==> config.mk <==
export PLATFORM = sky130hd
export DESIGN_NAME = acr_top
export DESIGN_NICKNAME = d
export VERILOG_FILES = /design/src/common/acr_pkg.sv /design/src/core/acr_top.sv /design/src/core/acr_power_seq.sv
export SDC_FILE = /design/constraint.sdc
export NUM_CORES = 1
export LEC_CHECK = 0
export BUFFER_PORTS_ARGS = -buffer_cell sky130_fd_sc_hd__buf_2
export CAP_MARGIN = 20
export CORE_MARGIN = 3
export CORE_UTILIZATION = 45
export DETAILED_ROUTE_END_ITERATION = 16
export HOLD_SLACK_MARGIN = 0.02
export MAX_ROUTING_LAYER = met4
export SYNTH_ARGS = -nofsm -noshare
export SYNTH_HDL_FRONTEND = slang
export SYNTH_SLANG_ARGS = --single-unit
==> constraint.sdc <==
create_clock -name core_clk_i -period 3.5 [get_ports core_clk_i]
set_clock_uncertainty 0.05 [all_clocks]
set_input_delay 0.525 -clock core_clk_i [delete_from_list [all_inputs] [get_ports core_clk_i]]
set_output_delay 0.525 -clock core_clk_i [all_outputs]
set_load 0.005 [all_outputs]
==> src/common/acr_pkg.sv <==
// ****************************************************************
// Constants and types of the amplifier control register bank
// ****************************************************************
package acr_pkg;

	// ************************************************************
	// Clock and power sequencing times
	// ************************************************************
	localparam int CLK_PERIOD_NS = 25;
	localparam int SLEEP_WAKE_NS = 2000;
	localparam int SHUTDOWN_WAKE_NS = 20000;
	// Least times, so round up
	localparam int SLEEP_WAKE_CYC =
		(SLEEP_WAKE_NS + CLK_PERIOD_NS - 1) / CLK_PERIOD_NS;
	localparam int SHUTDOWN_WAKE_CYC =
		(SHUTDOWN_WAKE_NS + CLK_PERIOD_NS - 1) / CLK_PERIOD_NS;

	// ************************************************************
	// Slave address
	// ************************************************************
	localparam logic [5:0] DEV_ADDR_BASE = 6'h36;

	// ************************************************************
	// Register offsets
	// ************************************************************
	localparam int NUM_REGS = 18;
	localparam logic [7:0] REG_ID = 8'h00;
	localparam logic [7:0] REG_PWR = 8'h01;
	localparam logic [7:0] REG_DIG = 8'h02;
	localparam logic [7:0] REG_VOL_CFG = 8'h03;
	localparam logic [7:0] REG_LVOL = 8'h04;
	localparam logic [7:0] REG_RVOL = 8'h05;
	localparam logic [7:0] REG_ANA = 8'h06;
	localparam logic [7:0] REG_RSVD7 = 8'h07;
	localparam logic [7:0] REG_FAULT = 8'h08;
	localparam logic [7:0] REG_CLIP_MID = 8'h10;
	localparam logic [7:0] REG_CLIP_LOW = 8'h11;

	// ************************************************************
	// Reset values and writable bit masks
	// ************************************************************
	localparam logic [7:0] RST_PWR = 8'hFD;
	localparam logic [7:0] RST_DIG = 8'h14;
	localparam logic [7:0] RST_VOL_CFG = 8'h80;
	localparam logic [7:0] RST_VOL = 8'hCF;
	localparam logic [7:0] RST_ANA = 8'h51;
	localparam logic [7:0] RST_FAULT = 8'h00;
	localparam logic [7:0] RST_CLIP_MID = 8'hFF;
	localparam logic [7:0] RST_CLIP_LOW = 8'hFC;
	localparam logic [7:0] WM_FULL = 8'hFF;
	localparam logic [7:0] WM_DIG = 8'hBF;
	localparam logic [7:0] WM_VOL_CFG = 8'h83;
	localparam logic [7:0] WM_ANA = 8'hFE;
	localparam logic [7:0] WM_FAULT = 8'h38;
	localparam logic [7:0] WM_CLIP_LOW = 8'hFC;

	// ************************************************************
	// Field positions
	// ************************************************************
	localparam int PWR_SD_BIT = 0;
	localparam int PWR_SLEEP_BIT = 1;
	localparam int FAULT_STAT_W = 3;
	localparam int CLIP_W = 20;

	// ************************************************************
	// Types
	// ************************************************************
	typedef enum logic [3:0] {
		ACR_IDLE = 4'h0,
		ACR_DEV = 4'h1,
		ACR_DEV_ACK = 4'h2,
		ACR_REG = 4'h3,
		ACR_REG_ACK = 4'h4,
		ACR_WR = 4'h5,
		ACR_WR_ACK = 4'h6,
		ACR_RD = 4'h7,
		ACR_RD_ACK = 4'h8,
		ACR_WAIT = 4'h9
	} acr_i2c_st_t;

	typedef enum logic [2:0] {
		ACR_PW_OFF = 3'h0,
		ACR_PW_LV_UP = 3'h1,
		ACR_PW_SLEEP = 3'h2,
		ACR_PW_PS_UP = 3'h3,
		ACR_PW_RUN = 3'h4
	} acr_pwr_st_t;

	typedef struct packed {
		logic power_stage_en;
		logic digital_domain_on;
		logic lv_standby;
		logic playback_ready;
	} acr_pwr_out_t;

	typedef struct packed {
		logic [7:0] digital_path_control;
		logic [7:0] volume_configuration;
		logic [7:0] left_volume;
		logic [7:0] right_volume;
		logic [7:0] analog_control;
		logic [7:0] fault_config;
	} acr_audio_cfg_t;

endpackage : acr_pkg

==> src/core/acr_top.sv <==
`timescale 1ns/1ps
module acr_top
	import acr_pkg::*;
#(
	parameter logic [7:0] DEVICE_ID = 8'h3C, // Arbitrary value
	parameter int SLEEP_WAKE = SLEEP_WAKE_CYC,
	parameter int SHUT_WAKE = SHUTDOWN_WAKE_CYC
)
(
	input wire logic core_clk_i,
	input wire logic rst_i,
	input wire logic scl_i,
	input wire logic sda_i,
	output logic sda_o,
	output logic sda_oe_o,
	input wire logic sleep_or_addr_select_pin_i,
	input wire logic [FAULT_STAT_W-1:0] fault_status_i,
	output logic [CLIP_W-1:0] clip_threshold_level_o,
	output logic amp_sleep_request_o,
	output logic amp_shutdown_n_o,
	output acr_audio_cfg_t audio_cfg_o,
	output acr_pwr_out_t pwr_o
);

	// ************************************************************
	// State
	// ************************************************************
	typedef struct packed {
		acr_i2c_st_t st;
		logic scl_q;
		logic sda_q;
		logic [3:0] cnt;
		logic [7:0] shreg;
		logic [7:0] ptr;
		logic addr_lsb;
		logic addr_taken;
		logic sda_oe;
		logic sda_lvl;
		logic [NUM_REGS-1:0][7:0] regs;
	} acr_top_st_t;

	acr_top_st_t q;
	acr_top_st_t next_q;
	logic wr_now;
	logic scl_rise;
	logic scl_fall;
	logic start_seen;
	logic stop_seen;

	// ************************************************************
	// Register decode
	// ************************************************************
	function automatic logic [7:0] reg_rst(input logic [7:0] idx);
		case (idx)
			REG_ID: reg_rst = DEVICE_ID;
			REG_PWR: reg_rst = RST_PWR;
			REG_DIG: reg_rst = RST_DIG;
			REG_VOL_CFG: reg_rst = RST_VOL_CFG;
			REG_LVOL: reg_rst = RST_VOL;
			REG_RVOL: reg_rst = RST_VOL;
			REG_ANA: reg_rst = RST_ANA;
			REG_FAULT: reg_rst = RST_FAULT;
			REG_CLIP_MID: reg_rst = RST_CLIP_MID;
			REG_CLIP_LOW: reg_rst = RST_CLIP_LOW;
			default: reg_rst = 8'h00;
		endcase
	endfunction : reg_rst

	function automatic logic [7:0] wr_mask(input logic [7:0] idx);
		case (idx)
			REG_PWR: wr_mask = WM_FULL;
			REG_DIG: wr_mask = WM_DIG;
			REG_VOL_CFG: wr_mask = WM_VOL_CFG;
			REG_LVOL: wr_mask = WM_FULL;
			REG_RVOL: wr_mask = WM_FULL;
			REG_ANA: wr_mask = WM_ANA;
			REG_FAULT: wr_mask = WM_FAULT;
			REG_CLIP_MID: wr_mask = WM_FULL;
			REG_CLIP_LOW: wr_mask = WM_CLIP_LOW;
			default: wr_mask = 8'h00;
		endcase
	endfunction : wr_mask

	function automatic logic [NUM_REGS-1:0][7:0] regs_rst();
		logic [NUM_REGS-1:0][7:0] r;
		r = '0;
		for (int i = 0; i < NUM_REGS; i++)
			r[i] = reg_rst(8'(i));
		return r;
	endfunction : regs_rst

	function automatic logic [7:0] rd_byte(
		input logic [7:0] idx,
		input logic [NUM_REGS-1:0][7:0] regs,
		input logic [FAULT_STAT_W-1:0] stat
	);
		if (idx == REG_FAULT)
			rd_byte = {regs[REG_FAULT][7:FAULT_STAT_W], stat};
		else if (idx < 8'(NUM_REGS))
			rd_byte = regs[idx[4:0]];
		else
			rd_byte = 8'h00;
	endfunction : rd_byte

	// ************************************************************
	// Serial control port
	// ************************************************************
	// Pins are synchronous; one stage of history gives edges
	assign scl_rise = scl_i && !q.scl_q;
	assign scl_fall = !scl_i && q.scl_q;
	assign start_seen = scl_i && q.scl_q && q.sda_q && !sda_i;
	assign stop_seen = scl_i && q.scl_q && !q.sda_q && sda_i;

	always_comb
	begin
		logic [7:0] tx;
		logic [7:0] m;
		tx = rd_byte(q.ptr, q.regs, fault_status_i);
		m = wr_mask(q.ptr);
		next_q = q;
		wr_now = 1'b0;
		next_q.scl_q = scl_i;
		next_q.sda_q = sda_i;
		if (!q.addr_taken)
		begin
			// Caught once after reset, then held
			next_q.addr_taken = 1'b1;
			next_q.addr_lsb = sleep_or_addr_select_pin_i;
		end
		if (start_seen)
		begin
			// Repeated start lands here too
			next_q.st = ACR_DEV;
			next_q.cnt = 4'h0;
			next_q.sda_oe = 1'b0;
		end
		else if (stop_seen)
		begin
			next_q.st = ACR_IDLE;
			next_q.sda_oe = 1'b0;
		end
		else
		begin
			case (q.st)
				ACR_DEV, ACR_REG, ACR_WR:
				begin
					if (scl_rise && q.cnt != 4'h8)
					begin
						next_q.shreg = {q.shreg[6:0], sda_i};
						next_q.cnt = q.cnt + 4'h1;
					end
					else if (scl_fall && q.cnt == 4'h8)
					begin
						next_q.sda_oe = 1'b1;
						if (q.st == ACR_DEV)
						begin
							if (q.addr_taken &&
								q.shreg[7:1] == {DEV_ADDR_BASE, q.addr_lsb})
								next_q.st = ACR_DEV_ACK;
							else
							begin
								next_q.st = ACR_WAIT;
								next_q.sda_oe = 1'b0;
							end
						end
						else if (q.st == ACR_REG)
						begin
							next_q.ptr = q.shreg;
							next_q.st = ACR_REG_ACK;
						end
						else
						begin
							if (q.ptr < 8'(NUM_REGS))
							begin
								wr_now = 1'b1;
								next_q.regs[q.ptr[4:0]] =
									(q.shreg & m) | (q.regs[q.ptr[4:0]] & ~m);
							end
							next_q.ptr = q.ptr + 8'h01;
							next_q.st = ACR_WR_ACK;
						end
					end
				end
				ACR_DEV_ACK, ACR_REG_ACK, ACR_WR_ACK:
				begin
					if (scl_fall)
					begin
						next_q.cnt = 4'h0;
						next_q.sda_oe = 1'b0;
						if (q.st == ACR_DEV_ACK && q.shreg[0])
						begin
							// First bit goes out as the ack clock ends
							next_q.st = ACR_RD;
							next_q.shreg = {tx[6:0], 1'b0};
							next_q.sda_oe = !tx[7];
							next_q.cnt = 4'h1;
						end
						else if (q.st == ACR_DEV_ACK)
							next_q.st = ACR_REG;
						else
							next_q.st = ACR_WR;
					end
				end
				ACR_RD:
				begin
					if (scl_fall)
					begin
						if (q.cnt == 4'h8)
						begin
							next_q.sda_oe = 1'b0;
							next_q.st = ACR_RD_ACK;
						end
						else
						begin
							next_q.sda_oe = !q.shreg[7];
							next_q.shreg = {q.shreg[6:0], 1'b0};
							next_q.cnt = q.cnt + 4'h1;
						end
					end
				end
				ACR_RD_ACK:
				begin
					if (scl_rise)
					begin
						if (sda_i)
							next_q.st = ACR_WAIT;
						else
							next_q.ptr = q.ptr + 8'h01;
					end
					else if (scl_fall)
					begin
						next_q.st = ACR_RD;
						next_q.shreg = {tx[6:0], 1'b0};
						next_q.sda_oe = !tx[7];
						next_q.cnt = 4'h1;
					end
				end
				ACR_IDLE, ACR_WAIT:
					next_q.sda_oe = 1'b0;
				default:
				begin
					next_q.st = ACR_IDLE;
					next_q.sda_oe = 1'b0;
				end
			endcase
		end
	end

	always_ff @(posedge core_clk_i)
	begin
		if (rst_i)
		begin
			q <= '0;
			q.st <= ACR_IDLE;
			q.scl_q <= 1'b1;
			q.sda_q <= 1'b1;
			q.regs <= regs_rst();
		end
		else
			q <= next_q;
	end

	// ************************************************************
	// Outputs
	// ************************************************************
	assign sda_o = q.sda_lvl;
	assign sda_oe_o = q.sda_oe;
	assign clip_threshold_level_o = {q.regs[REG_PWR][7:2],
		q.regs[REG_CLIP_MID], q.regs[REG_CLIP_LOW][7:2]};
	assign amp_sleep_request_o = q.regs[REG_PWR][PWR_SLEEP_BIT];
	assign amp_shutdown_n_o = q.regs[REG_PWR][PWR_SD_BIT];
	assign audio_cfg_o = '{
		digital_path_control: q.regs[REG_DIG],
		volume_configuration: q.regs[REG_VOL_CFG],
		left_volume: q.regs[REG_LVOL],
		right_volume: q.regs[REG_RVOL],
		analog_control: q.regs[REG_ANA],
		fault_config: q.regs[REG_FAULT]
	};

	acr_power_seq #(
		.SLEEP_WAKE(SLEEP_WAKE),
		.SHUT_WAKE(SHUT_WAKE),
		.CW(12)
	) u_power_seq (
		.core_clk_i(core_clk_i),
		.rst_i(rst_i),
		.amp_sleep_request_i(q.regs[REG_PWR][PWR_SLEEP_BIT]),
		.amp_shutdown_n_i(q.regs[REG_PWR][PWR_SD_BIT]),
		.pwr_o(pwr_o)
	);
endmodule : acr_top

==> src/core/acr_power_seq.sv <==
`timescale 1ns/1ps
// ****************************************************************
// Power domain sequencer
// ****************************************************************
module acr_power_seq
	import acr_pkg::*;
#(
	parameter int SLEEP_WAKE = SLEEP_WAKE_CYC,
	parameter int SHUT_WAKE = SHUTDOWN_WAKE_CYC,
	parameter int CW = 12
)
(
	input wire logic core_clk_i,
	input wire logic rst_i,
	input wire logic amp_sleep_request_i,
	input wire logic amp_shutdown_n_i,
	output acr_pwr_out_t pwr_o
);

	typedef struct packed {
		acr_pwr_st_t st;
		logic [CW-1:0] cnt;
		acr_pwr_out_t out;
	} acr_seq_st_t;

	acr_seq_st_t q;
	acr_seq_st_t next_q;

	always_comb
	begin
		next_q = q;
		case (q.st)
			ACR_PW_OFF:
			begin
				// Full restart pays the long low-voltage ramp
				if (amp_shutdown_n_i)
				begin
					next_q.st = ACR_PW_LV_UP;
					next_q.cnt = CW'(SHUT_WAKE - 1);
				end
			end
			ACR_PW_LV_UP:
			begin
				if (!amp_shutdown_n_i)
					next_q.st = ACR_PW_OFF;
				else if (q.cnt != '0)
					next_q.cnt = q.cnt - CW'(1);
				else if (amp_sleep_request_i)
					next_q.st = ACR_PW_SLEEP;
				else
				begin
					next_q.st = ACR_PW_PS_UP;
					next_q.cnt = CW'(SLEEP_WAKE - 1);
				end
			end
			ACR_PW_SLEEP:
			begin
				if (!amp_shutdown_n_i)
					next_q.st = ACR_PW_OFF;
				else if (!amp_sleep_request_i)
				begin
					// Standby skips the long ramp
					next_q.st = ACR_PW_PS_UP;
					next_q.cnt = CW'(SLEEP_WAKE - 1);
				end
			end
			ACR_PW_PS_UP:
			begin
				if (!amp_shutdown_n_i)
					next_q.st = ACR_PW_OFF;
				else if (amp_sleep_request_i)
					next_q.st = ACR_PW_SLEEP;
				else if (q.cnt == '0)
					next_q.st = ACR_PW_RUN;
				else
					next_q.cnt = q.cnt - CW'(1);
			end
			ACR_PW_RUN:
			begin
				if (!amp_shutdown_n_i)
					next_q.st = ACR_PW_OFF;
				else if (amp_sleep_request_i)
					next_q.st = ACR_PW_SLEEP;
			end
			default:
				next_q.st = ACR_PW_OFF;
		endcase
		next_q.out.digital_domain_on = next_q.st != ACR_PW_OFF;
		next_q.out.lv_standby = next_q.st == ACR_PW_SLEEP;
		next_q.out.power_stage_en = next_q.st == ACR_PW_PS_UP ||
			next_q.st == ACR_PW_RUN;
		next_q.out.playback_ready = next_q.st == ACR_PW_RUN;
	end

	always_ff @(posedge core_clk_i)
	begin
		if (rst_i)
			q <= '{st: ACR_PW_OFF, cnt: '0, out: '0};
		else
			q <= next_q;
	end

	assign pwr_o = q.out;
endmodule : acr_power_seq

==> flow_metrics.tcl <==
set metrics [dict create \
    synth-seq-cells 198 \
    ff2ff_setup_slack_ns 0.51 \
    syn_area_um2 10000 \
    ys_types 89 \
    num_antenna_cells 0 \
    r2r.worst_path.cells 9 \
    finalPower_mw 5.59 \
    timing.final.crit_share_pct 85.5 \
    h-tree-depth 4 \
    grt_max_degree 46 \
    rows 53 \
    clkLatencyLatePin_ns 0.44 \
    synthCells 1139 \
    grt_setup_unrepaired "false" \
    layout-drive-gt1-share_pct 19.9 \
    drt_pass1_iterations 5 \
    max-cap-violations 0 \
    synth_edf_count 0 \
    slew_headroom_pct 29.4 \
    syn2layout_area_growth_pct 7.54 \
    cts_tree "built" \
    synth_area_per_cell_um2 8.80 \
    grt_pass1_wl_um 47000 \
    clock_path_buffers 2 \
    syn-num-nets 1161 \
    seq_area_frac_synth_pct 39.5 \
    num_vias 8516 \
    cts_resized 0 \
    crit_chain "nor2_1 -> a22oi_2 -> nand3_1 -> a221oi_1 -> inv_1 -> ha_1 -> or3_1 -> o2111ai_1 -> nand3_1" \
    initial_core_util_pct 46.7 \
    vdd_ir_drop_max_mv 0.291 \
    vias_per_cell 5.98 \
    slowest_delay_ns 0.69 \
    nNetsFinal 1157 \
    clock-sinks 198 \
    worstSetupStartpoint "q[171]" \
    hold_path.class "primary input to register" \
    die_y_um 155 \
    die-area_um2 24100 \
    finalSetupViolCount 0 \
    drc_errors 0 \
    outcome "finished clean" \
    path_max_fanout 18 \
    final_cell_mix "dfxtp_1 (196), nand2_1 (166), o21ai_0 (113), buf_2 (82), a21oi_1 (78)" \
    hold_buffers 0 \
    fillers 2088 \
    drv_slew 0 \
    core_area_um2 21500 \
    grt_util_all_layers_pct 25.4 \
    final_common_cell "dfxtp_1" \
    yosysWarningCount 0 \
    endpoint_kind "register" \
    powerDensity_nw_per_um2 518 \
    routedWlPerCell_um 21.0 \
    cp_top_family "compound AO/OA/AOI/OAI gates" \
    p_leak_nw 4.05 \
    hold_violations 0 \
    die_w_um 155 \
    synth_top_flop_cell "dfxtp_1" \
    clock.fmax_mhz 334 \
    tns_ns 0 \
    crit_top_cell "nand3_1" \
    arrival_ns 3.27 \
    first_global_vias 7965 \
    antenna_found_initial 0 \
    globalRouteOverflowTotal 0 \
    r2r_start "q[171]" \
    worstMarginPinSlew_ns 1.06 \
    period_needed_ns 2.99 \
    dp_hpwl_um 21000 \
    drt_iter0_drc 912 \
    fin_util_pct 50.2 \
    cts_inserted_buffers 17 \
    clock-root-buffer "clkbuf_16" \
    clk_pin_slew_ns 0.07 \
    slowest_stage "dfxtp_1" \
    gp_congestion 0.917 \
    startpoint_type "register" \
    worstSetupPathDepth 9 \
    ant_nets 0 \
    critical_path_required_ns 3.77 \
    drt-total-wl_um 29800 \
    async_flop_share_pct 0 \
    crit_buf_inv 1 \
    crit_type "register to register" \
    numPortBuffers 82 \
    io_pins 84 \
    post-cts-setup-buffers 0 \
]
-- cell type report --
cell class	count	area, µm²	area share (%)
clock buffers	18	439	4.07
clock inverters	14	143	1.32
inverters	24	92.6	0.859
multi-input cells	777	5060	47.0
flip-flops and latches	198	3970	36.8
well taps	275	344	3.19
repair buffers	117	736	6.82
-- power breakdown --
part           leakage (nW)  total (mW)  switching (mW)  internal (mW)
Combinational          2.16        1.12           0.693          0.424
Clock                 0.289        1.98           0.954           1.02
Sequential             1.60        2.49           0.166           2.33
-- sequential cells by signal, indices dropped and copies added, names as in the netlist, named ones only --
register / count
sda_oe_o: 1
amp_sleep_request_o: 1
clip_threshold_level_o: 20
u_power_seq.pwr_o: 4
u_power_seq.q: 15
amp_shutdown_n_o: 1
q: 102
audio_cfg_o: 48
-- per-stage QoR --
stage | cell area [µm²] | std cells | hold slack, ns | setup WS, ns
after floorplan | 10000 | 1139 | 0.370 | 0.409
after global placement | 10200 | 1391 | 0.379 | 0.435
after detailed placement | 10200 | 1391 | 0.388 | 0.364
after CTS | 10800 | 1423 | 0.270 | 0.510
after global routing | 10800 | 1423 | 0.294 | 0.221
final | 10800 | 1423 | 0.283 | 0.507
-- cell families (layout without fill, tap and decap cells) --
group / count (synthesis) / in the layout / share of synthesized area (%)
AND/OR/NAND/NOR: 354 / 354 / 17.1
AO/OA/AOI/OAI: 345 / 345 / 21.6
flip-flops: 198 / 198 / 39.5
buffers and inverters: 164 / 173 / 9.98
multiplexers: 59 / 59 / 9.54
adder cells (fa/ha/maj): 14 / 14 / 1.75
XOR/XNOR: 4 / 4 / 0.424
other: 1 / 1 / 0.0374
-- worst min-delay path by stage --
| stage | from | to | slack, ns | cells after the start |
|---|---|---|---|---|
| 2_1_floorplan | q[112] | q[112] | 0.37 | 2 |
| 3_3_place_gp | q[110] | q[110] | 0.38 | 2 |
| 3_5_place_dp | q[119] | q[119] | 0.39 | 2 |
| 4_1_cts | scl_i | q[169] | 0.27 | 3 |
| 5_1_grt | sleep_or_addr_select_pin_i | q[147] | 0.29 | 3 |
| 6_report | sleep_or_addr_select_pin_i | q[147] | 0.28 | 3 |
-- tightest hold or removal path, cell delays in order --
cell     delay [ns]
buf_2          0.08
mux2i_1        0.06
nor2_1         0.07
-- cells in the mapped netlist, types with 7 or more instances --
| library cell | n | area, µm² |
|---|---|---|
| a21oi_1 | 78 | 390 |
| nand2_1 | 166 | 623 |
| a222oi_1 | 7 | 70.1 |
| a211oi_1 | 9 | 67.6 |
| nor2_1 | 51 | 191 |
| o211ai_1 | 24 | 180 |
| buf_2 | 21 | 105 |
| buf_1 | 7 | 26.3 |
| buf_4 | 83 | 623 |
| nor2b_1 | 7 | 43.8 |
| clkbuf_1 | 23 | 86.3 |
| mux2_2 | 8 | 90.1 |
| nor3b_1 | 7 | 52.6 |
| inv_1 | 21 | 78.8 |
| o21ai_1 | 19 | 95.1 |
| o22ai_1 | 18 | 113 |
| o21ai_0 | 113 | 566 |
| dfxtp_1 | 198 | 3960 |
| a22oi_1 | 12 | 90.1 |
| a22o_1 | 7 | 61.3 |
| mux4_2 | 24 | 541 |
| nor3_1 | 12 | 60.1 |
| mux2i_1 | 21 | 210 |
| nand3_1 | 44 | 220 |
| and2_1 | 11 | 68.8 |
| ha_1 | 14 | 175 |
| o31ai_1 | 13 | 97.6 |
-- metal layers --
metal  track usage, %  wire (µm)
met1             34.9      13800
met2             39.5      14000
met3             4.01       1520
met4             6.54        580
met5                -          0
Power figures use the tool's default switching activity.
